$ cat src/pph_pkg.sv
package pph_pkg;
    // register byte addresses; data/command sits at its printed address
    localparam logic [21:0] ADDR_DATA = 22'h3F0060;
    localparam logic [21:0] ADDR_CTRL = 22'h3F0061;
    localparam logic [21:0] ADDR_OVR = 22'h3F0062;
    localparam logic [21:0] ADDR_STAT = 22'h3F0063;
    localparam logic [21:0] ADDR_ACKW = 22'h3F0064;
    localparam logic [21:0] ADDR_EVEN = 22'h3F0065;
    localparam logic [21:0] ADDR_EVPND = 22'h3F0066;
    localparam logic [21:0] ADDR_FTICK = 22'h3F0067;
    // control register fields
    localparam int CTRL_MODE_LO = 4;
    localparam int CTRL_FILT = 2;
    localparam int CTRL_DIR = 7;
    // pin override fields
    localparam int OVR_NACK = 4;
    localparam int OVR_BUSY = 3;
    localparam int OVR_PERR = 2;
    localparam int OVR_SEL = 1;
    localparam int OVR_NFAULT = 0;
    // event pending fields
    localparam int EV_CMD_NORLE = 8;
    localparam int EV_CMD_RLE = 9;
    localparam int EV_DATA = 0;
    localparam int EV_STB_FALL = 1;
    // reset values
    localparam logic [8:0] DATA_RST = 9'h100;
    localparam logic [15:0] CTRL_RST = 16'h0004;
    localparam logic [4:0] OVR_RST = 5'h08;
    localparam logic [7:0] ACKW_RST = 8'h04;
    localparam logic [7:0] FTICK_RST = 8'h00;
    // filter stability length in samples
    localparam logic [1:0] FILT_LEN = 2'h3;
    // rle: command bytes with bit 7 low carry a run length
    localparam int RLE_FLAG = 7;

    typedef enum logic [1:0] {PPH_SW, PPH_COMPAT, PPH_ECP, PPH_ECP_RLE} pph_mode_e;
    typedef enum logic [2:0] {
        PPH_IDLE, PPH_CW_READ, PPH_CW_STBHI, PPH_ACK, PPH_EF_BUSY, PPH_ER_ACK, PPH_ER_WAIT
    } pph_state_e;
endpackage

$ cat src/pph_core.sv
// Our own choice: strobed register access.
module pph_core (
    input wire logic clk, // system clock, 200 MHz
    input wire logic rstn, // sync reset, active low
    input wire logic [21:0] addr, // register byte address
    input wire logic [15:0] wdata, // write data
    input wire logic wr, // write strobe
    input wire logic rd, // read strobe
    output logic [15:0] rdata, // read data, cycle after rd
    input wire logic n_strobe, // host strobe
    input wire logic n_autofd, // host autofeed
    input wire logic n_selectin, // host select-in
    input wire logic n_init, // host init
    input wire logic [7:0] pd_in, // port data pins in
    output logic [7:0] pd_out, // port data pins out
    output logic pd_oe, // port data drive enable
    output logic busy, // busy to host
    output logic n_ack, // acknowledge to host, active low
    output logic perror, // paper error to host
    output logic select, // select to host
    output logic n_fault // fault to host, active low
);
    typedef pph_pkg::pph_state_e pph_state_e;
    localparam pph_state_e PPH_IDLE = pph_pkg::PPH_IDLE;
    localparam pph_state_e PPH_CW_STBHI = pph_pkg::PPH_CW_STBHI;
    localparam pph_state_e PPH_ACK = pph_pkg::PPH_ACK;
    localparam pph_state_e PPH_EF_BUSY = pph_pkg::PPH_EF_BUSY;
    localparam pph_state_e PPH_ER_ACK = pph_pkg::PPH_ER_ACK;
    localparam pph_state_e PPH_ER_WAIT = pph_pkg::PPH_ER_WAIT;
    typedef struct packed {
        logic [15:0] ctrl;
        logic [4:0] ovr;
        logic [7:0] ackw;
        logic [7:0] ftick;
        logic [7:0] tcnt;
        logic [15:0] ev_en;
        logic [15:0] ev_pnd;
        logic [8:0] data;
        logic [8:0] wdat;
        logic rd_done;
        logic [7:0] cnt;
        logic [7:0] run;
        logic [7:0] rle_byte;
        logic rle_pend;
        logic [7:0] run_len;
        logic [7:0] last_byte;
        logic have_last;
        logic stb_d;
        pph_state_e st;
        logic [15:0] rdata;
        logic [7:0] pd_out;
        logic pd_oe;
        logic busy;
        logic n_ack;
        logic perror;
        logic select;
        logic n_fault;
        logic busy_q;
        logic n_ack_q;
    } pph_core_s;

    pph_core_s r;
    pph_core_s next_r;
    logic tick;
    logic stb_f;
    logic afd_f;
    logic sel_f;
    logic init_f;
    logic [1:0] mode;
    logic ecp;
    logic rle;
    logic stb_fall;
    logic data_rd;
    logic data_wr;
    logic int_busy;
    logic int_nack;

    assign tick = (r.ftick == 8'h00) || (r.tcnt == 8'h00);

    pph_filter u_f_stb (.clk(clk), .rstn(rstn), .pin(n_strobe),
        .en(r.ctrl[pph_pkg::CTRL_FILT]), .tick(tick), .level(stb_f));
    pph_filter u_f_afd (.clk(clk), .rstn(rstn), .pin(n_autofd),
        .en(r.ctrl[pph_pkg::CTRL_FILT]), .tick(tick), .level(afd_f));
    pph_filter u_f_sel (.clk(clk), .rstn(rstn), .pin(n_selectin),
        .en(r.ctrl[pph_pkg::CTRL_FILT]), .tick(tick), .level(sel_f));
    pph_filter u_f_ini (.clk(clk), .rstn(rstn), .pin(n_init),
        .en(r.ctrl[pph_pkg::CTRL_FILT]), .tick(tick), .level(init_f));

    assign mode = r.ctrl[pph_pkg::CTRL_MODE_LO +: 2];
    assign ecp = mode[1];
    assign rle = (mode == pph_pkg::PPH_ECP_RLE);
    assign stb_fall = r.stb_d && !stb_f;
    assign data_rd = rd && (addr == pph_pkg::ADDR_DATA);
    assign data_wr = wr && (addr == pph_pkg::ADDR_DATA);

    always_comb begin
        next_r = r;
        int_busy = r.busy;
        int_nack = r.n_ack;
        next_r.stb_d = stb_f;
        next_r.tcnt = (r.tcnt == 8'h00) ? r.ftick : r.tcnt - 8'h01;
        if (data_rd) begin
            next_r.rd_done = 1'b1;
        end
        // register writes
        if (wr) begin
            if (addr == pph_pkg::ADDR_DATA) begin
                next_r.wdat = wdata[8:0];
            end else if (addr == pph_pkg::ADDR_CTRL) begin
                next_r.ctrl = wdata;
            end else if (addr == pph_pkg::ADDR_OVR) begin
                next_r.ovr = wdata[4:0];
            end else if (addr == pph_pkg::ADDR_ACKW) begin
                next_r.ackw = wdata[7:0];
            end else if (addr == pph_pkg::ADDR_EVEN) begin
                next_r.ev_en = wdata;
            end else if (addr == pph_pkg::ADDR_EVPND) begin
                next_r.ev_pnd = r.ev_pnd & ~wdata; // write one to clear
            end else if (addr == pph_pkg::ADDR_FTICK) begin
                next_r.ftick = wdata[7:0];
            end
        end
        if (stb_fall) begin
            next_r.ev_pnd[pph_pkg::EV_STB_FALL] = 1'b1; // set beats clear
        end
        case (r.st)
            PPH_IDLE: begin
                if (mode == pph_pkg::PPH_COMPAT && stb_fall) begin
                    next_r.data = {afd_f, pd_in};
                    int_busy = 1'b1;
                    next_r.rd_done = 1'b0;
                    next_r.st = PPH_CW_STBHI;
                end else if (ecp && !r.ctrl[pph_pkg::CTRL_DIR] && r.run != 8'h00) begin
                    // replay expanded byte while host stalls on busy
                    next_r.data = {1'b1, r.rle_byte};
                    next_r.run = r.run - 8'h01;
                    next_r.ev_pnd[pph_pkg::EV_DATA] = 1'b1;
                    next_r.rd_done = 1'b0;
                    int_busy = 1'b1;
                    next_r.st = PPH_EF_BUSY;
                end else if (ecp && !r.ctrl[pph_pkg::CTRL_DIR] && stb_fall) begin
                    next_r.rd_done = 1'b0;
                    int_busy = 1'b0;
                    if (rle && !afd_f && !pd_in[pph_pkg::RLE_FLAG]) begin
                        next_r.rle_pend = 1'b1;
                        next_r.run_len = pd_in;
                        int_busy = 1'b1;
                        next_r.rd_done = 1'b1;
                    end else begin
                        next_r.data = {afd_f, pd_in};
                        if (afd_f) begin
                            next_r.ev_pnd[pph_pkg::EV_DATA] = 1'b1;
                        end else if (rle) begin
                            next_r.ev_pnd[pph_pkg::EV_CMD_RLE] = 1'b1;
                        end else begin
                            next_r.ev_pnd[pph_pkg::EV_CMD_NORLE] = 1'b1;
                        end
                        if (rle && afd_f && r.rle_pend) begin
                            next_r.rle_byte = pd_in;
                            next_r.run = r.run_len;
                            next_r.rle_pend = 1'b0;
                        end
                    end
                    next_r.st = PPH_EF_BUSY;
                end else if (ecp && r.ctrl[pph_pkg::CTRL_DIR] && data_wr) begin
                    if (rle && wdata[8] && r.have_last && wdata[7:0] == r.last_byte
                        && r.run_len != 8'h7F) begin
                        // same byte again: extend run, nothing sent
                        next_r.run_len = r.run_len + 8'h01;
                    end else begin
                        if (rle && r.run_len != 8'h00) begin
                            // emit run count, then the new byte
                            next_r.pd_out = r.run_len;
                            int_busy = 1'b0;
                            next_r.wdat = wdata[8:0];
                            next_r.rle_pend = 1'b1;
                        end else begin
                            next_r.pd_out = wdata[7:0];
                            int_busy = wdata[8];
                        end
                        next_r.run_len = 8'h00;
                        int_nack = 1'b0;
                        next_r.st = PPH_ER_ACK;
                    end
                    next_r.last_byte = wdata[7:0];
                    next_r.have_last = wdata[8];
                end else if (!ecp) begin
                    next_r.have_last = 1'b0;
                end
            end
            PPH_CW_STBHI: begin
                if (stb_f && r.rd_done) begin
                    int_nack = 1'b0;
                    next_r.cnt = r.ackw;
                    next_r.st = PPH_ACK;
                end
            end
            PPH_ACK: begin
                if (r.cnt <= 8'h01) begin
                    int_nack = 1'b1;
                    int_busy = 1'b0;
                    next_r.st = PPH_IDLE;
                end else begin
                    next_r.cnt = r.cnt - 8'h01;
                end
            end
            PPH_EF_BUSY: begin
                if (r.rd_done || data_rd) begin
                    int_busy = 1'b1;
                end
                // a replayed byte keeps busy until software has taken it
                if (r.busy && stb_f && r.rd_done) begin
                    int_busy = 1'b0;
                    next_r.st = PPH_IDLE;
                end
            end
            PPH_ER_ACK: begin
                if (!afd_f) begin
                    next_r.st = PPH_ER_WAIT;
                end
            end
            PPH_ER_WAIT: begin
                if (afd_f) begin
                    int_nack = 1'b1;
                    if (r.rle_pend) begin
                        next_r.rle_pend = 1'b0;
                        next_r.pd_out = r.wdat[7:0];
                        int_busy = r.wdat[8];
                        int_nack = 1'b0;
                        next_r.st = PPH_ER_ACK;
                    end else begin
                        next_r.st = PPH_IDLE;
                    end
                end
            end
            default: next_r.st = PPH_IDLE;
        endcase
        // software mode: pins follow software only
        if (mode == pph_pkg::PPH_SW) begin
            int_busy = 1'b0;
            int_nack = 1'b1;
            next_r.st = PPH_IDLE;
            if (data_wr) begin
                next_r.pd_out = wdata[7:0];
            end
        end
        // busy override halts compat handshake in idle
        if (r.ovr[pph_pkg::OVR_BUSY] && mode == pph_pkg::PPH_COMPAT && r.st == PPH_IDLE) begin
            next_r.st = PPH_IDLE;
            next_r.data = r.data;
            int_busy = r.busy;
        end
        next_r.busy = int_busy;
        next_r.n_ack = int_nack;
        next_r.pd_oe = r.ctrl[pph_pkg::CTRL_DIR];
        if (data_wr && r.ctrl[pph_pkg::CTRL_DIR] && !ecp) begin
            next_r.pd_out = wdata[7:0];
            next_r.busy = wdata[8];
        end
        next_r.perror = r.ovr[pph_pkg::OVR_PERR];
        next_r.select = r.ovr[pph_pkg::OVR_SEL];
        next_r.n_fault = !r.ovr[pph_pkg::OVR_NFAULT];
        // pins come from flops; the busy and ack overrides reach them on the same edge as the register write
        next_r.busy_q = next_r.busy || next_r.ovr[pph_pkg::OVR_BUSY];
        next_r.n_ack_q = next_r.n_ack && !next_r.ovr[pph_pkg::OVR_NACK];
        // read mux
        next_r.rdata = 16'h0000;
        if (rd) begin
            if (addr == pph_pkg::ADDR_DATA) begin
                next_r.rdata = {7'h00, r.data};
            end else if (addr == pph_pkg::ADDR_CTRL) begin
                next_r.rdata = r.ctrl;
            end else if (addr == pph_pkg::ADDR_OVR) begin
                next_r.rdata = {11'h000, r.ovr};
            end else if (addr == pph_pkg::ADDR_STAT) begin
                next_r.rdata = {10'h000, init_f, afd_f, stb_f, sel_f,
                    r.n_ack && !r.ovr[pph_pkg::OVR_NACK], r.busy || r.ovr[pph_pkg::OVR_BUSY]};
            end else if (addr == pph_pkg::ADDR_ACKW) begin
                next_r.rdata = {8'h00, r.ackw};
            end else if (addr == pph_pkg::ADDR_EVEN) begin
                next_r.rdata = r.ev_en;
            end else if (addr == pph_pkg::ADDR_EVPND) begin
                next_r.rdata = r.ev_pnd;
            end else if (addr == pph_pkg::ADDR_FTICK) begin
                next_r.rdata = {8'h00, r.ftick};
            end
        end
    end

    always_ff @(posedge clk) begin
        if (!rstn) begin
            r <= '0;
            r.ctrl <= pph_pkg::CTRL_RST;
            r.ovr <= pph_pkg::OVR_RST;
            r.ackw <= pph_pkg::ACKW_RST;
            r.ftick <= pph_pkg::FTICK_RST;
            r.data <= pph_pkg::DATA_RST;
            r.stb_d <= 1'b1;
            r.st <= PPH_IDLE;
            r.n_ack <= 1'b1;
            r.n_fault <= 1'b1;
            r.busy_q <= 1'b1;
            r.n_ack_q <= 1'b1;
        end else begin
            r <= next_r;
        end
    end

    assign rdata = r.rdata;
    assign pd_out = r.pd_out;
    assign pd_oe = r.pd_oe;
    assign busy = r.busy_q;
    assign n_ack = r.n_ack_q;
    assign perror = r.perror;
    assign select = r.select;
    assign n_fault = r.n_fault;

    a_ack_width: assert property (@(posedge clk) disable iff (!rstn)
        (r.st == PPH_CW_STBHI && next_r.st == PPH_ACK) |=> !r.n_ack [*1] ##0
        (r.cnt == r.ackw)) else $error("ack width count not loaded");
    a_compat_busy: assert property (@(posedge clk) disable iff (!rstn)
        (mode == pph_pkg::PPH_COMPAT && r.st == PPH_IDLE && stb_fall
         && !r.ovr[pph_pkg::OVR_BUSY]) |=> r.busy && r.data[7:0] == $past(pd_in))
        else $error("busy or capture missing after strobe");
    a_ecp_cmd_flag: assert property (@(posedge clk) disable iff (!rstn)
        (mode == pph_pkg::PPH_ECP && r.st == PPH_IDLE && !r.ctrl[pph_pkg::CTRL_DIR]
         && r.run == 8'h00 && stb_fall && !afd_f) |=> r.ev_pnd[pph_pkg::EV_CMD_NORLE])
        else $error("command flag not set");
    a_rev_nack: assert property (@(posedge clk) disable iff (!rstn)
        (mode == pph_pkg::PPH_ECP && r.ctrl[pph_pkg::CTRL_DIR] && r.st == PPH_IDLE
         && data_wr) |=> !r.n_ack && r.busy == $past(wdata[8]))
        else $error("reverse write handshake wrong");
    a_sw_quiet: assert property (@(posedge clk) disable iff (!rstn)
        (mode == pph_pkg::PPH_SW) |=> r.st == PPH_IDLE) else $error("handshake in sw mode");
    a_ef_release: assert property (@(posedge clk) disable iff (!rstn)
        (r.st == PPH_EF_BUSY && r.busy && stb_f && r.rd_done) |=> !r.busy && r.st == PPH_IDLE)
        else $error("forward busy not released");
    a_replay_hold: assert property (@(posedge clk) disable iff (!rstn)
        (r.st == PPH_EF_BUSY && r.busy && !r.rd_done && !data_rd) |=> r.st == PPH_EF_BUSY)
        else $error("replayed byte released before read");
    c_rle_replay: cover property (@(posedge clk) r.st == PPH_EF_BUSY && r.run != 8'h00);
    c_rev_rle: cover property (@(posedge clk) r.st == PPH_ER_ACK && rle);
    c_compat: cover property (@(posedge clk) r.st == PPH_ACK);
    c_ecp_fwd: cover property (@(posedge clk) r.st == PPH_EF_BUSY && mode == pph_pkg::PPH_ECP);
    c_ecp_rev: cover property (@(posedge clk) r.st == PPH_ER_WAIT);
endmodule

$ cat src/pph_filter.sv
// one host input: synchroniser, optional 3-sample stability filter
module pph_filter (
    input wire logic clk, // system clock
    input wire logic rstn, // sync reset, active low
    input wire logic pin, // raw host input
    input wire logic en, // filter enable
    input wire logic tick, // sampling tick
    output logic level // clean level
);
    typedef struct packed {
        logic s1;
        logic s2;
        logic [1:0] cnt;
        logic lvl;
    } pph_flt_s;
    pph_flt_s r;
    pph_flt_s next_r;
    always_comb begin
        next_r = r;
        next_r.s1 = pin;
        next_r.s2 = r.s1;
        if (!en) begin
            next_r.lvl = r.s2;
            next_r.cnt = 2'h0;
        end else if (tick) begin
            if (r.s2 == r.lvl) begin
                next_r.cnt = 2'h0;
            end else if (r.cnt + 2'h1 >= pph_pkg::FILT_LEN) begin
                next_r.lvl = r.s2;
                next_r.cnt = 2'h0;
            end else begin
                next_r.cnt = r.cnt + 2'h1;
            end
        end
    end
    always_ff @(posedge clk) begin
        if (!rstn) begin
            r <= '{s1: 1'b1, s2: 1'b1, cnt: 2'h0, lvl: 1'b1};
        end else begin
            r <= next_r;
        end
    end
    assign level = r.lvl;
endmodule

$ cat config.mk
export PLATFORM = sky130hd
export DESIGN_NAME = pph_core
export DESIGN_NICKNAME = d
export VERILOG_FILES = /design/src/pph_pkg.sv /design/src/pph_core.sv /design/src/pph_filter.sv
export SDC_FILE = /design/constraint.sdc
export NUM_CORES = 1
export LEC_CHECK = 0
export BUFFER_PORTS_ARGS = -buffer_cell sky130_fd_sc_hd__buf_2
export CORE_MARGIN = 3
export CORE_UTILIZATION = 40
export DETAILED_ROUTE_END_ITERATION = 12
export GPL_TIMING_DRIVEN = 0
export SLEW_MARGIN = 20
export SYNTH_ARGS = -nofsm -noshare
export SYNTH_HDL_FRONTEND = slang
export SYNTH_SLANG_ARGS = --single-unit
$ cat constraint.sdc
create_clock -name clk -period 2.65 [get_ports clk]
set_input_delay 0.53 -clock clk [delete_from_list [all_inputs] [get_ports clk]]
set_output_delay 0.53 -clock clk [all_outputs]
set_load 0.005 [all_outputs]
[Word level (Yosys, flattened, before mapping)]
Cells that the tools add are included.
Storage, ports and cells
  register bits after elaboration: 194
Cells by class
  bitwise gates (word level): 15
  $add $sub $neg: 8
  reduce and logical (&&, ||, !) cells: 77
  order comparisons: 5
  multiplexer cells: 150
  eq/ne operators: 53
Operator list (number)
  $mux 8: 23
  $eq 22x22->1 const B: 8
  $mux 16: 9
  $mux 9: 12
  $mux 10: 10
  $mux 21: 3
  $mux 1: 56
  $mux 18: 2
  $mux 17: 2
  $ne 2x2->1 const B: 17
  $mux 3: 11
  $pmux 8 s2: 2
  $mux 2: 14
  $logic_and 1x1->1: 27
  $reduce_and 5->1: 5
  $sub 8x1->8 const B: 3
  $reduce_and 7->1: 3
  $mux 20: 1
  $pmux 3 s6: 1
  $reduce_and 3->1: 6
  $and 16x16->16: 1
  $logic_not 8->1: 2
  $ne 2x1->1 const B: 8
  $not 16->16: 1
  30 further kinds: 81

[Depth between registers and ports, before layout]
Gate-level depths: netlist of run 1.
  depth after elaboration: 16
  depth in mapped cells: 9
  mapped depth without buffers: 8

[By module]
A second synthesis of run 1 with hierarchy kept.
Second synthesis, totals
  cells, all modules: 1151
  area, all modules: 9526.6 um^2
By module, submodules not included
  pph_core: cells each 1075, area each 8755.9 um^2, instances 1
  pph_filter: cells each 19, area each 192.7 um^2, instances 4

[Least setup slack after synthesis of run 1]
OpenSTA, ideal clock, no wires.
  path kind: input to register
  from: input wdata[8]
  to: register r, in the netlist busy
  path slack: 0.546 ns
  data arrival time: 1.972 ns
  data required time: 2.519 ns
  stages on the path: 7
  path buffers: 1
  library setup time: 0.131 ns
  cells stage by stage: buf_2 -> nand4_1 -> nor4_4 -> nand4_4 -> a221o_1 -> a31oi_1 -> o211ai_2
Between the ends
  longest elaborated chain between the ends: 14
  elaborated cells between the ends (all ways): 15
RTL lines
  start, declared: RTL line pph_core.sv:6  | input wire logic [15:0] wdata,
  $logic_and 1x1->1 (3 in series): RTL line pph_core.sv:166  | if (rle && wdata[8] && r.have_last && wdata[7:0] == r.last_byte
  $logic_and 1x1->1: RTL line pph_core.sv:167  | && r.run_len != 8'h7F) begin
  $mux 1: RTL line pph_core.sv:166
  $mux 1: RTL line pph_core.sv:165  | end else if (ecp && r.ctrl[pph_pkg::CTRL_DIR] && data_wr) begin
  $mux 1: RTL line pph_core.sv:141  | end else if (ecp && !r.ctrl[pph_pkg::CTRL_DIR] && stb_fall) begin
  $mux 1: RTL line pph_core.sv:133  | end else if (ecp && !r.ctrl[pph_pkg::CTRL_DIR] && r.run != 8'h00) begin
  $mux 1: RTL line pph_core.sv:128  | if (mode == pph_pkg::PPH_COMPAT && stb_fall) begin
  $pmux 1 s4: RTL line pph_core.sv:126  | case (r.st)
  $mux 1: RTL line pph_core.sv:239  | if (mode == pph_pkg::PPH_SW) begin
  $mux 1: RTL line pph_core.sv:248  | if (r.ovr[pph_pkg::OVR_BUSY] && mode == pph_pkg::PPH_COMPAT && r.st == PPH_IDLE) begin
  $mux 1 (*): RTL line pph_core.sv:256  | if (data_wr && r.ctrl[pph_pkg::CTRL_DIR] && !ecp) begin
  $logic_or 1x1->1 (*): RTL line pph_core.sv:264  | next_r.busy_q = next_r.busy || next_r.ovr[pph_pkg::OVR_BUSY];
  end signal, assigned: RTL line pph_core.sv:305  | r <= next_r;
  end, declared: RTL line pph_core.sv:62  | pph_core_s r;
Every way passes the cells marked *; elsewhere a longest branch is shown, timed or not.
A chain may end at the register's enable or synchronous reset.

[Final worst setup path of run 1]
  from: input addr[11]
  to: register r[160] (netlist bit)
Between the ends
  longest elaborated chain between the ends: 3
  elaborated cells between the ends (all ways): 4
RTL lines
  start, declared: RTL line pph_core.sv:5  | input wire logic [21:0] addr,
  $eq 22x22->1: RTL line pph_core.sv:107  | if (addr == pph_pkg::ADDR_DATA) begin
  $not 1->1 (no source line)
  $reduce_and 3->1 (no source line) (*)
Marked as above.

==> impl_metrics.ini, run 1 <==
[worst_hold_path]
holdPathStages = 2
hp-start = n_init
hold_path.class = input pin to register
min_to = u_f_ini.next_r[3]

[clocking]
cts.sinks = 194
htreeDepth = 4
cts_buffer_depth = 2
cts_buffers = 17
cts_tree = done
postCtsHoldBufs = 0
path_clk_slew_ns = 0.08
clkLatencyLatePin_ns = 0.45
clockRootBuffer = clkbuf_16

[logic_synthesis]
synth_ff_type = dfxtp_1
ys_types = 89
postSynthNetCount = 1258
ys_seq_area_frac = 0.399
synth_edf_count = 0
ys_warn_count = 0
ys_ff_latch = 194
async_flop_share = 0
syn_avg_cell_area_sq_um = 8.13
syn_area_sq_um = 9720
syn-instance-count = 1196

[grt]
grt_pass1_wl_um = 49800
grt_pass1_vias = 8666
gr-total-overflow = 0
antenna_found_initial = 1
grtUsageTotal = 0.243
grt_max_degree = 20

[power_and_ir_drop]
p_leak_nw = 4.12
p_sw_frac = 0.267
cell_internal_pwr_mw = 4.71
combPwrFrac = 0.088
p_seq_frac = 0.468
powerDensity_nw_per_um2 = 576
pwr-share-clk = 0.444
peakVddDrop_v = 0.000365
switching_power_mw = 1.72

[drt]
vias = 9229
drt-vias-per-instance = 5.68
avgRoutedWirePerCell_um = 19.8
postRouteWirelength_um = 32200
drtPass1Iterations = 5
final_antenna_net_count = 0
drc = 0
drtIter0Drc = 863

[placement]
place_ws_ns = -0.256
routabilityCongestion = 0.952
portBuffers = 76
dp_hpwl_um = 23500
placed_cells = 1591

[sta]
timing.final.crit_share = 0.965
max_slew.worst_pin.slew_ns = 0.895
finalHoldViolCount = 0
maxSlewViolCount = 0
relSlewSlack = 0.402
skew_ns = 0.0106
finalSetupTns_ns = 0
finalSetupViolCount = 0
worst_slack_ns = 0.0918
fmax_mhz = 391
fin_crit_ns = 2.56
rsz0062_at_grt = false

[run]
maxCapViolCount = 0

[outcome]
status = finished, final reports clean

[finish]
drive_gt1_frac = 0.163
multi_input_area_sq_um = 5190
instances_no_fill = 1624
nets = 1353
area_growth_pct = 14.8
regArea_sq_um = 3880
fillers = 2402
fin_util = 0.471

[setup_path]
worst_ep_arrival_time_ns = 2.86
cpMostUsedCell = nand2_1
critPathMaxFanout = 10
worstPathRequired_ns = 2.95
crit_chain = buf_2, nor4_2, nand2_1, nor2_2, nand4_1, clkbuf_1, nand2_1, nand3_1
max_stage_delay_ns = 0.62
worstSetupEndpointType = register
crit_slowest_cell = nor4_2
cp-start-kind = input pin
worstReg2RegEnd = busy
r2r_start = r[45]
rr_worst_depth = 8
critical_path_class = input pin to register
regToRegSetupSlack_ns = 0.16

[die]
start_util = 0.411
dieArea_sq_um = 26200
row_count = 56
core_sq_um = 23700
ioPinCount = 84
die_x_um = 162
die_y_um = 162
[cell families (layout without fill, tap and decap cells)]
kind of cell,count (synthesis),after routing,share of synthesized area
xor gates and xnor gates,20,20,0.0180
adders and majority gates,8,8,0.0103
muxes,20,20,0.0273
DFF,194,194,0.399
other,0,1,0
and+or+nand+nor,479,479,0.249
AOI/OAI and AO/OA,344,344,0.228
buffers and inverters,131,239,0.0676
[cell usage after synthesis (4+ instances only)]
cell       count  area, sq um
a211oi_1      24          180
a21o_1         4         30.0
a21oi_1      131          656
a221oi_1       6         52.6
a22o_1         9         78.8
a22oi_1       35          263
a2bb2oi_1     10         87.6
a31oi_1       18          113
a32oi_1        5         43.8
and2_1         6         37.5
and3_1         6         37.5
and4_1         5         43.8
buf_2         16         80.1
buf_4         30          225
buf_6          4         45.0
clkbuf_1      48          180
dfxtp_1      194         3880
ha_1           8          100
inv_1         28          105
mux2i_1       13          130
mux4_2         5          113
nand2_1      235          882
nand2b_1      21          131
nand3_1       23          115
nand4_1        7         43.8
nor2_1        88          330
nor2b_1        7         43.8
nor3_1        18         90.1
nor4_1         8         50.1
nor4b_1        4         35.0
o21ai_0       48          240
o22ai_1        9         56.3
o31ai_1        7         52.6
or2_2          4         25.0
or3_1          6         37.5
xnor2_1        7         61.3
xor2_1        13          114
[cells in the final DEF (no fill, tap or decap), types with 7 or more instances in the layout]
cell type	instances
inv_1	28
dfxtp_1	194
a21oi_1	131
ha_1	8
nand3_1	23
a2bb2oi_1	10
o22ai_1	9
o21ai_0	48
a22o_1	9
buf_4	30
clkbuf_16	17
a31oi_1	18
xnor2_1	7
a211oi_1	24
nor3_1	18
nand2_1	235
nor2_1	88
clkbuf_1	48
nand4_1	7
nand2b_1	21
nor2b_1	7
nor4_1	8
xor2_1	13
a22oi_1	35
o31ai_1	7
buf_2	92
mux2i_1	13
[flip-flops by register name, indices dropped and copies added, names as in the netlist, 3 cells and up]
name and cells:
u_f_ini.r 3, pd_out 8, u_f_sel.r 3, u_f_afd.r 3, next_r 3, r 139
rdata 16, u_f_stb.r 3
[power groups by stage]
stage                     Combinational (mW)  Sequential, mW  Clock [mW]
after floorplan                        0.372            3.07           0
after global placement                 0.557            3.08           0
after detailed placement               0.559            3.08           0
after CTS                              0.565            3.01        2.89
after global routing                   0.628            3.02        3.01
final                                  0.567            3.01        2.85
[per-stage QoR]
| stage | cell area [sq um] | power (mW) | hold WS (ns) |
|---|---|---|---|
| after floorplan | 9720 | 3.44 | 0.370 |
| after global placement | 10500 | 3.63 | 0.390 |
| after detailed placement | 10500 | 3.64 | 0.395 |
| after CTS | 11100 | 6.46 | 0.250 |
| after global routing | 11200 | 6.65 | 0.261 |
| final | 11200 | 6.43 | 0.258 |
[repair_timing]
item                       CTS  global route
setup endpoints to repair    0             1
resized for setup            0             1
setup buffers                0             0
[layer usage]
layer / global-route usage / vias to the layer above / part of all wire
met1: 0.340 / 4402 / 0.45
met5: 0 / - / 0
met3: 0.0332 / 59 / 0.066
met2: 0.391 / 362 / 0.46
li1: - / 4406 / -
met4: 0.0779 / 0 / 0.024
[critical path, delay by kind of cell]
| kind | cells | cell delay (ns) |
|---|---|---|
| simple gates | 6 | 1.82 |
| buf+inv | 2 | 0.50 |
[how the worst max path moves through the flow]
stage	from	end	slack, ns
after global routing	addr[11]	r[168]	0.01
after detailed placement	addr[11]	r[160]	-0.26
final	addr[11]	r[160]	0.09
after floorplan	wdata[8]	busy	0.55
after global placement	addr[11]	r[160]	-0.24
after CTS	r[45]	r[53]	0.13
[cell type report]
type	instances	area share
Timing Repair Buffer	76	0.0341
Clock inverter	15	0.0200
Tap cell	319	0.0358
Antenna cell	1	0.000224
Inverter	29	0.00975
Buffer	102	0.0491
Sequential cell	194	0.348
Multi-Input combinational cell	871	0.465
Clock buffer	17	0.0381
Power figures use the tool's default switching activity.
==> inputs of run 2 (changes only) <==
--- a/config.mk
+++ b/config.mk
@@ -7,10 +7,10 @@
 export LEC_CHECK = 0
 export BUFFER_PORTS_ARGS = -buffer_cell sky130_fd_sc_hd__buf_2
 export CORE_MARGIN = 3
-export CORE_UTILIZATION = 40
+export CORE_UTILIZATION = 30
 export DETAILED_ROUTE_END_ITERATION = 12
 export GPL_TIMING_DRIVEN = 0
-export SLEW_MARGIN = 20
+export SETUP_SLACK_MARGIN = 0.15
 export SYNTH_ARGS = -nofsm -noshare
 export SYNTH_HDL_FRONTEND = slang
 export SYNTH_SLANG_ARGS = --single-unit
==> run 2 against run 1 <==
Against the previous run:
- worst hold slack improved by 0.0061 ns
- register-to-register slack improved by 0.09 ns
- sequential power barely moved
- non-clock buffer count rose by 4
- critical path type is now register to register
- critical endpoint is now busy
- highest routed layer unchanged
==> impl_metrics.ini, run 2 (same netlist as run 1, synthesis figures left out) <==
[outcome]
status = finished, final reports clean

[sta]
whs_ns = 0.264
rsz0062_at_grt = false
finalSetupTns_ns = 0
finalHoldViolCount = 0
finalSetupViolCount = 0
timing.final.crit_share = 0.905
relSlewSlack = 0.412
worst_slack_ns = 0.252
maxSlewViolCount = 0
fin_crit_ns = 2.40
max_slew.worst_pin.slew_ns = 0.882
skew_ns = 0.0117
fmax_mhz = 417

[clocking]
cts_tree = done
cts.sinks = 194
clkLatencyLatePin_ns = 0.45
path_clk_slew_ns = 0.07
cts_buffer_depth = 2
clockRootBuffer = clkbuf_16
htreeDepth = 4
postCtsHoldBufs = 0
cts_buffers = 17

[drt]
wl_met3_um = 2590
vias = 9470
drt-vias-per-instance = 5.54
top_layer_used = met4
met1_length_um = 15000
drtIter0Drc = 937
postRouteWirelength_um = 32900
avgRoutedWirePerCell_um = 19.3
drc = 0
drtPass1Iterations = 5
wl_met2_um = 14500
final_antenna_net_count = 0

[finish]
layout_common_cells = nand2_1, dfxtp_1, a21oi_1
num_antenna_cells = 0
final_cell_area_sq_um = 11200
fillers = 3360
instances_no_fill = 1710
final_common_cell = nand2_1
largest_reg_flops = 139
regMostFlops = r
drive_gt1_frac = 0.166
multi_input_area_sq_um = 5210
area_growth_pct = 15.4
nets = 1357
fin_util = 0.354
regArea_sq_um = 3880

[die]
start_util = 0.307
ioPinCount = 84
dieArea_sq_um = 34600
row_count = 65
core_sq_um = 31700
die_y_um = 186
die_x_um = 186

[power_and_ir_drop]
switching_power_mw = 1.66
p_seq_frac = 0.494
p_sw_frac = 0.272
power_mw = 6.09
cell_internal_pwr_mw = 4.44
p_leak_nw = 4.09
powerDensity_nw_per_um2 = 543
combPwrFrac = 0.092
peakVddDrop_v = 0.000390
pwr-share-clk = 0.413

[grt]
grt_pass1_vias = 8700
antenna_found_initial = 0
grt_pass1_wl_um = 50200
gr-total-overflow = 0
grt_max_degree = 19
grtUsageTotal = 0.189

[setup_path]
worstPathRequired_ns = 2.96
rr_worst_depth = 7
regToRegSetupSlack_ns = 0.25
worstReg2RegEnd = busy
critPathMaxFanout = 10
worst_ep_arrival_time_ns = 2.71
worstSetupEndpointType = register
cp-start-kind = register
r2r_start = mode[0]
critical_path_class = register to register

[placement]
routabilityCongestion = 0.931
dpl_cell_area_sq_um = 10600
dp_hpwl_um = 24400
place_ws_ns = -0.307
placed_cells = 1674
portBuffers = 76

[worst_hold_path]
min_to = u_f_afd.next_r[3]
hold_path.class = input pin to register
holdPathStages = 2
hp-start = n_autofd

[run]
maxCapViolCount = 0
[run 2: cell types whose count changed in the layout (fill, tap and decap cells not counted), sizes merged]
cell    delta
buf        +4
bufinv     -3
clkinv     -2
inv        +2
diode      -1
clkbuf     +3
[run 2: cell type report]
type / instances / area share
Multi-Input combinational cell: 871 / 0.464
Buffer: 102 / 0.0490
Sequential cell: 194 / 0.346
Timing Repair Buffer: 80 / 0.0366
Clock inverter: 12 / 0.00992
Clock buffer: 20 / 0.0398
Tap cell: 402 / 0.0448
Inverter: 29 / 0.00970
[run 2: per-layer routing]
metal,GRT usage,vias up
met5,0,-
met4,0.0623,0
met1,0.264,4523
met2,0.293,432
met3,0.0375,66
li1,-,4449
[run 2: worst max-delay path by stage]
stage	startpoint	endpoint	slack, ns
finish	mode[0]	busy	0.25
floorplan	wdata[8]	busy	0.55
CTS	addr[11]	r[160]	0.15
detailed placement	addr[11]	r[160]	-0.31
global placement	addr[11]	r[160]	-0.31
global route	r[45]	r[53]	0.16
[run 2: critical path, cell delays in order, from the launching register on]
cell,delay [ns]
dfxtp_1,0.40
buf_4,0.22
nand4_1,0.22
nor4_4,0.41
nand4_4,0.27
a221o_1,0.40
a31oi_1,0.21
o211ai_2,0.13
[run 2: power by group through the flow]
stage	logic (mW)	clock network [mW]	registers [mW]
final	0.563	2.52	3.01
after global routing	0.622	2.67	3.02
after global placement	0.548	0	3.08
after floorplan	0.372	0	3.07
after detailed placement	0.555	0	3.08
after CTS	0.558	2.55	3.01
[run 2: what timing repair did]
action | CTS | global route
resized for setup | 0 | 6
hold endpoints to repair | 0 | 0
setup buffers | 0 | 4
setup endpoints to repair | 0 | 47
==> inputs of run 3 (changes only) <==
==> constraint.sdc (replaced) <==
create_clock -name clk -period 3 [get_ports clk]
set_input_delay 0.6 -clock clk [delete_from_list [all_inputs] [get_ports clk]]
set_output_delay 0.6 -clock clk [all_outputs]
set_load 0.005 [all_outputs]
==> run 3 against run 2 <==
Against the previous run:
- total power down 12%
- critical path depth rose by 1
- clock power down 12%
- via count shrank 0.55%
- core utilization is 0.18 points lower
- worst hold slack gained 0.067 ns
- combinational power decreased by 12%
- sequential power fell by 12%
==> impl_metrics.ini, run 3 (same netlist as run 1, synthesis figures left out) <==
[outcome]
status = finished, final reports clean

[clocking]
postCtsHoldBufs = 0
cts.sinks = 194
cts_tree = done
htreeDepth = 4
clockRootBuffer = clkbuf_16
path_clk_slew_ns = 0.07
cts_buffers = 17
cts_setup_buffers = 0
clkLatencyLatePin_ns = 0.45
cts_buffer_depth = 2
ctsResizeCount = 0

[setup_path]
worstReg2RegEnd = busy
worstPathRequired_ns = 3.29
critical_path_class = input pin to register
cpMostUsedCell = nand2_1
worst_ep_arrival_time_ns = 2.94
crit_end = r[160]
r2r_start = r[45]
worstSetupEndpointType = register
crit_chain = buf_2, nor4_2, nand2_1, nor2_2, nand4_1, clkbuf_1, nand2_1, nand3_1
regToRegSetupSlack_ns = 0.48
cp-startpoint = addr[11]
critPathMaxFanout = 10
rr_worst_depth = 8
crit_slowest_cell = nor4_2
max_stage_delay_ns = 0.65
cp-start-kind = input pin

[drt]
vias = 9418
drtPass1Iterations = 5
final_antenna_net_count = 0
drtIter0Drc = 886
drc = 0
drt-vias-per-instance = 5.52
avgRoutedWirePerCell_um = 19.3
postRouteWirelength_um = 33000

[finish]
final_common_cell = nand2_1
num_antenna_cells = 0
nets = 1353
fillers = 3366
largest_reg_flops = 139
drive_gt1_frac = 0.161
area_growth_pct = 14.8
regMostFlops = r
layout_common_cells = nand2_1, dfxtp_1, a21oi_1

[grt]
gr-total-overflow = 0
antenna_found_initial = 0
grt_pass1_vias = 8700
grtUsageTotal = 0.189
grt_max_degree = 19
grt_pass1_wl_um = 50200

[placement]
routabilityCongestion = 0.931
place_ws_ns = -0.0271
portBuffers = 76
dp_hpwl_um = 24400

[sta]
timing.final.crit_share = 0.882
max_slew.worst_pin.slew_ns = 0.953
fmax_mhz = 378
skew_ns = 0.0135
finalHoldViolCount = 0
worst_slack_ns = 0.353
maxSlewViolCount = 0
finalSetupViolCount = 0
rsz0062_at_grt = false
fin_crit_ns = 2.65
relSlewSlack = 0.363
whs_ns = 0.331

[run]
maxCapViolCount = 0

[die]
die_x_um = 186
dieArea_sq_um = 34600
die_y_um = 186
row_count = 65
start_util = 0.307
ioPinCount = 84
core_sq_um = 31700

[power_and_ir_drop]
p_leak_nw = 4.07
peakVddDrop_v = 0.000348
powerDensity_nw_per_um2 = 482

[worst_hold_path]
hold_path.class = input pin to register
run 3: cell count changes in the layout (fill, tap and decap cells not counted), sizes merged:
cell,before,now
buf,132,128
run 3: worst min path at each step:
stage,start,end,slack [ns],depth (start not counted)
after floorplan,r[153],n_fault,0.37,1
after global placement,u_f_sel.next_r[3],u_f_sel.r[3],0.39,1
after detailed placement,u_f_ini.next_r[3],u_f_ini.r[3],0.40,1
after CTS,n_autofd,u_f_afd.next_r[3],0.32,2
after global routing,n_strobe,u_f_stb.next_r[3],0.33,2
final,n_autofd,u_f_afd.next_r[3],0.33,2
run 3: stage by stage:
step | utilization | area, sq um | power (mW) | instances | TNS [ns]
global route | 0.352 | 11200 | 5.57 | 1706 | 0
global placement | 0.334 | 10600 | 3.20 | 1674 | -0.108
floorplan | - | 9720 | 3.04 | 1196 | 0
detailed placement | 0.334 | 10600 | 3.21 | 1674 | -0.0748
finish | 0.352 | 11200 | 5.38 | 1706 | 0
CTS | 0.352 | 11200 | 5.40 | 1706 | 0
run 3: final cells by class:
class | count | area (sq um) | share of cell area
multi-input combinational | 871 | 5180 | 0.464
clock buffer | 20 | 447 | 0.0400
timing repair buffer | 76 | 380 | 0.0341
tap | 402 | 503 | 0.0451
sequential | 194 | 3880 | 0.348
buffer | 102 | 548 | 0.0491
clock inverter | 12 | 111 | 0.00998
inverter | 29 | 109 | 0.00975
run 3: power breakdown:
| part | switching [mW] | total [mW] | internal, mW |
|---|---|---|---|
| Clock | 1.11 | 2.22 | 1.12 |
| Combinational | 0.315 | 0.496 | 0.180 |
| Sequential | 0.0386 | 2.66 | 2.62 |
| Total | 1.46 | 5.38 | 3.92 |
run 3: critical path, delay by kind of cell:
kind / cells / cell delay (ns)
AND/OR/NAND/NOR: 6 / 1.84
buffers and inverters: 2 / 0.49
run 3: routing by layer:
layer | part of all wire | global-route usage | vias to the layer above
met5 | 0 | 0 | -
met4 | 0.027 | 0.0623 | 0
met3 | 0.079 | 0.0375 | 69
met2 | 0.44 | 0.293 | 446
met1 | 0.45 | 0.264 | 4483
li1 | - | - | 4420
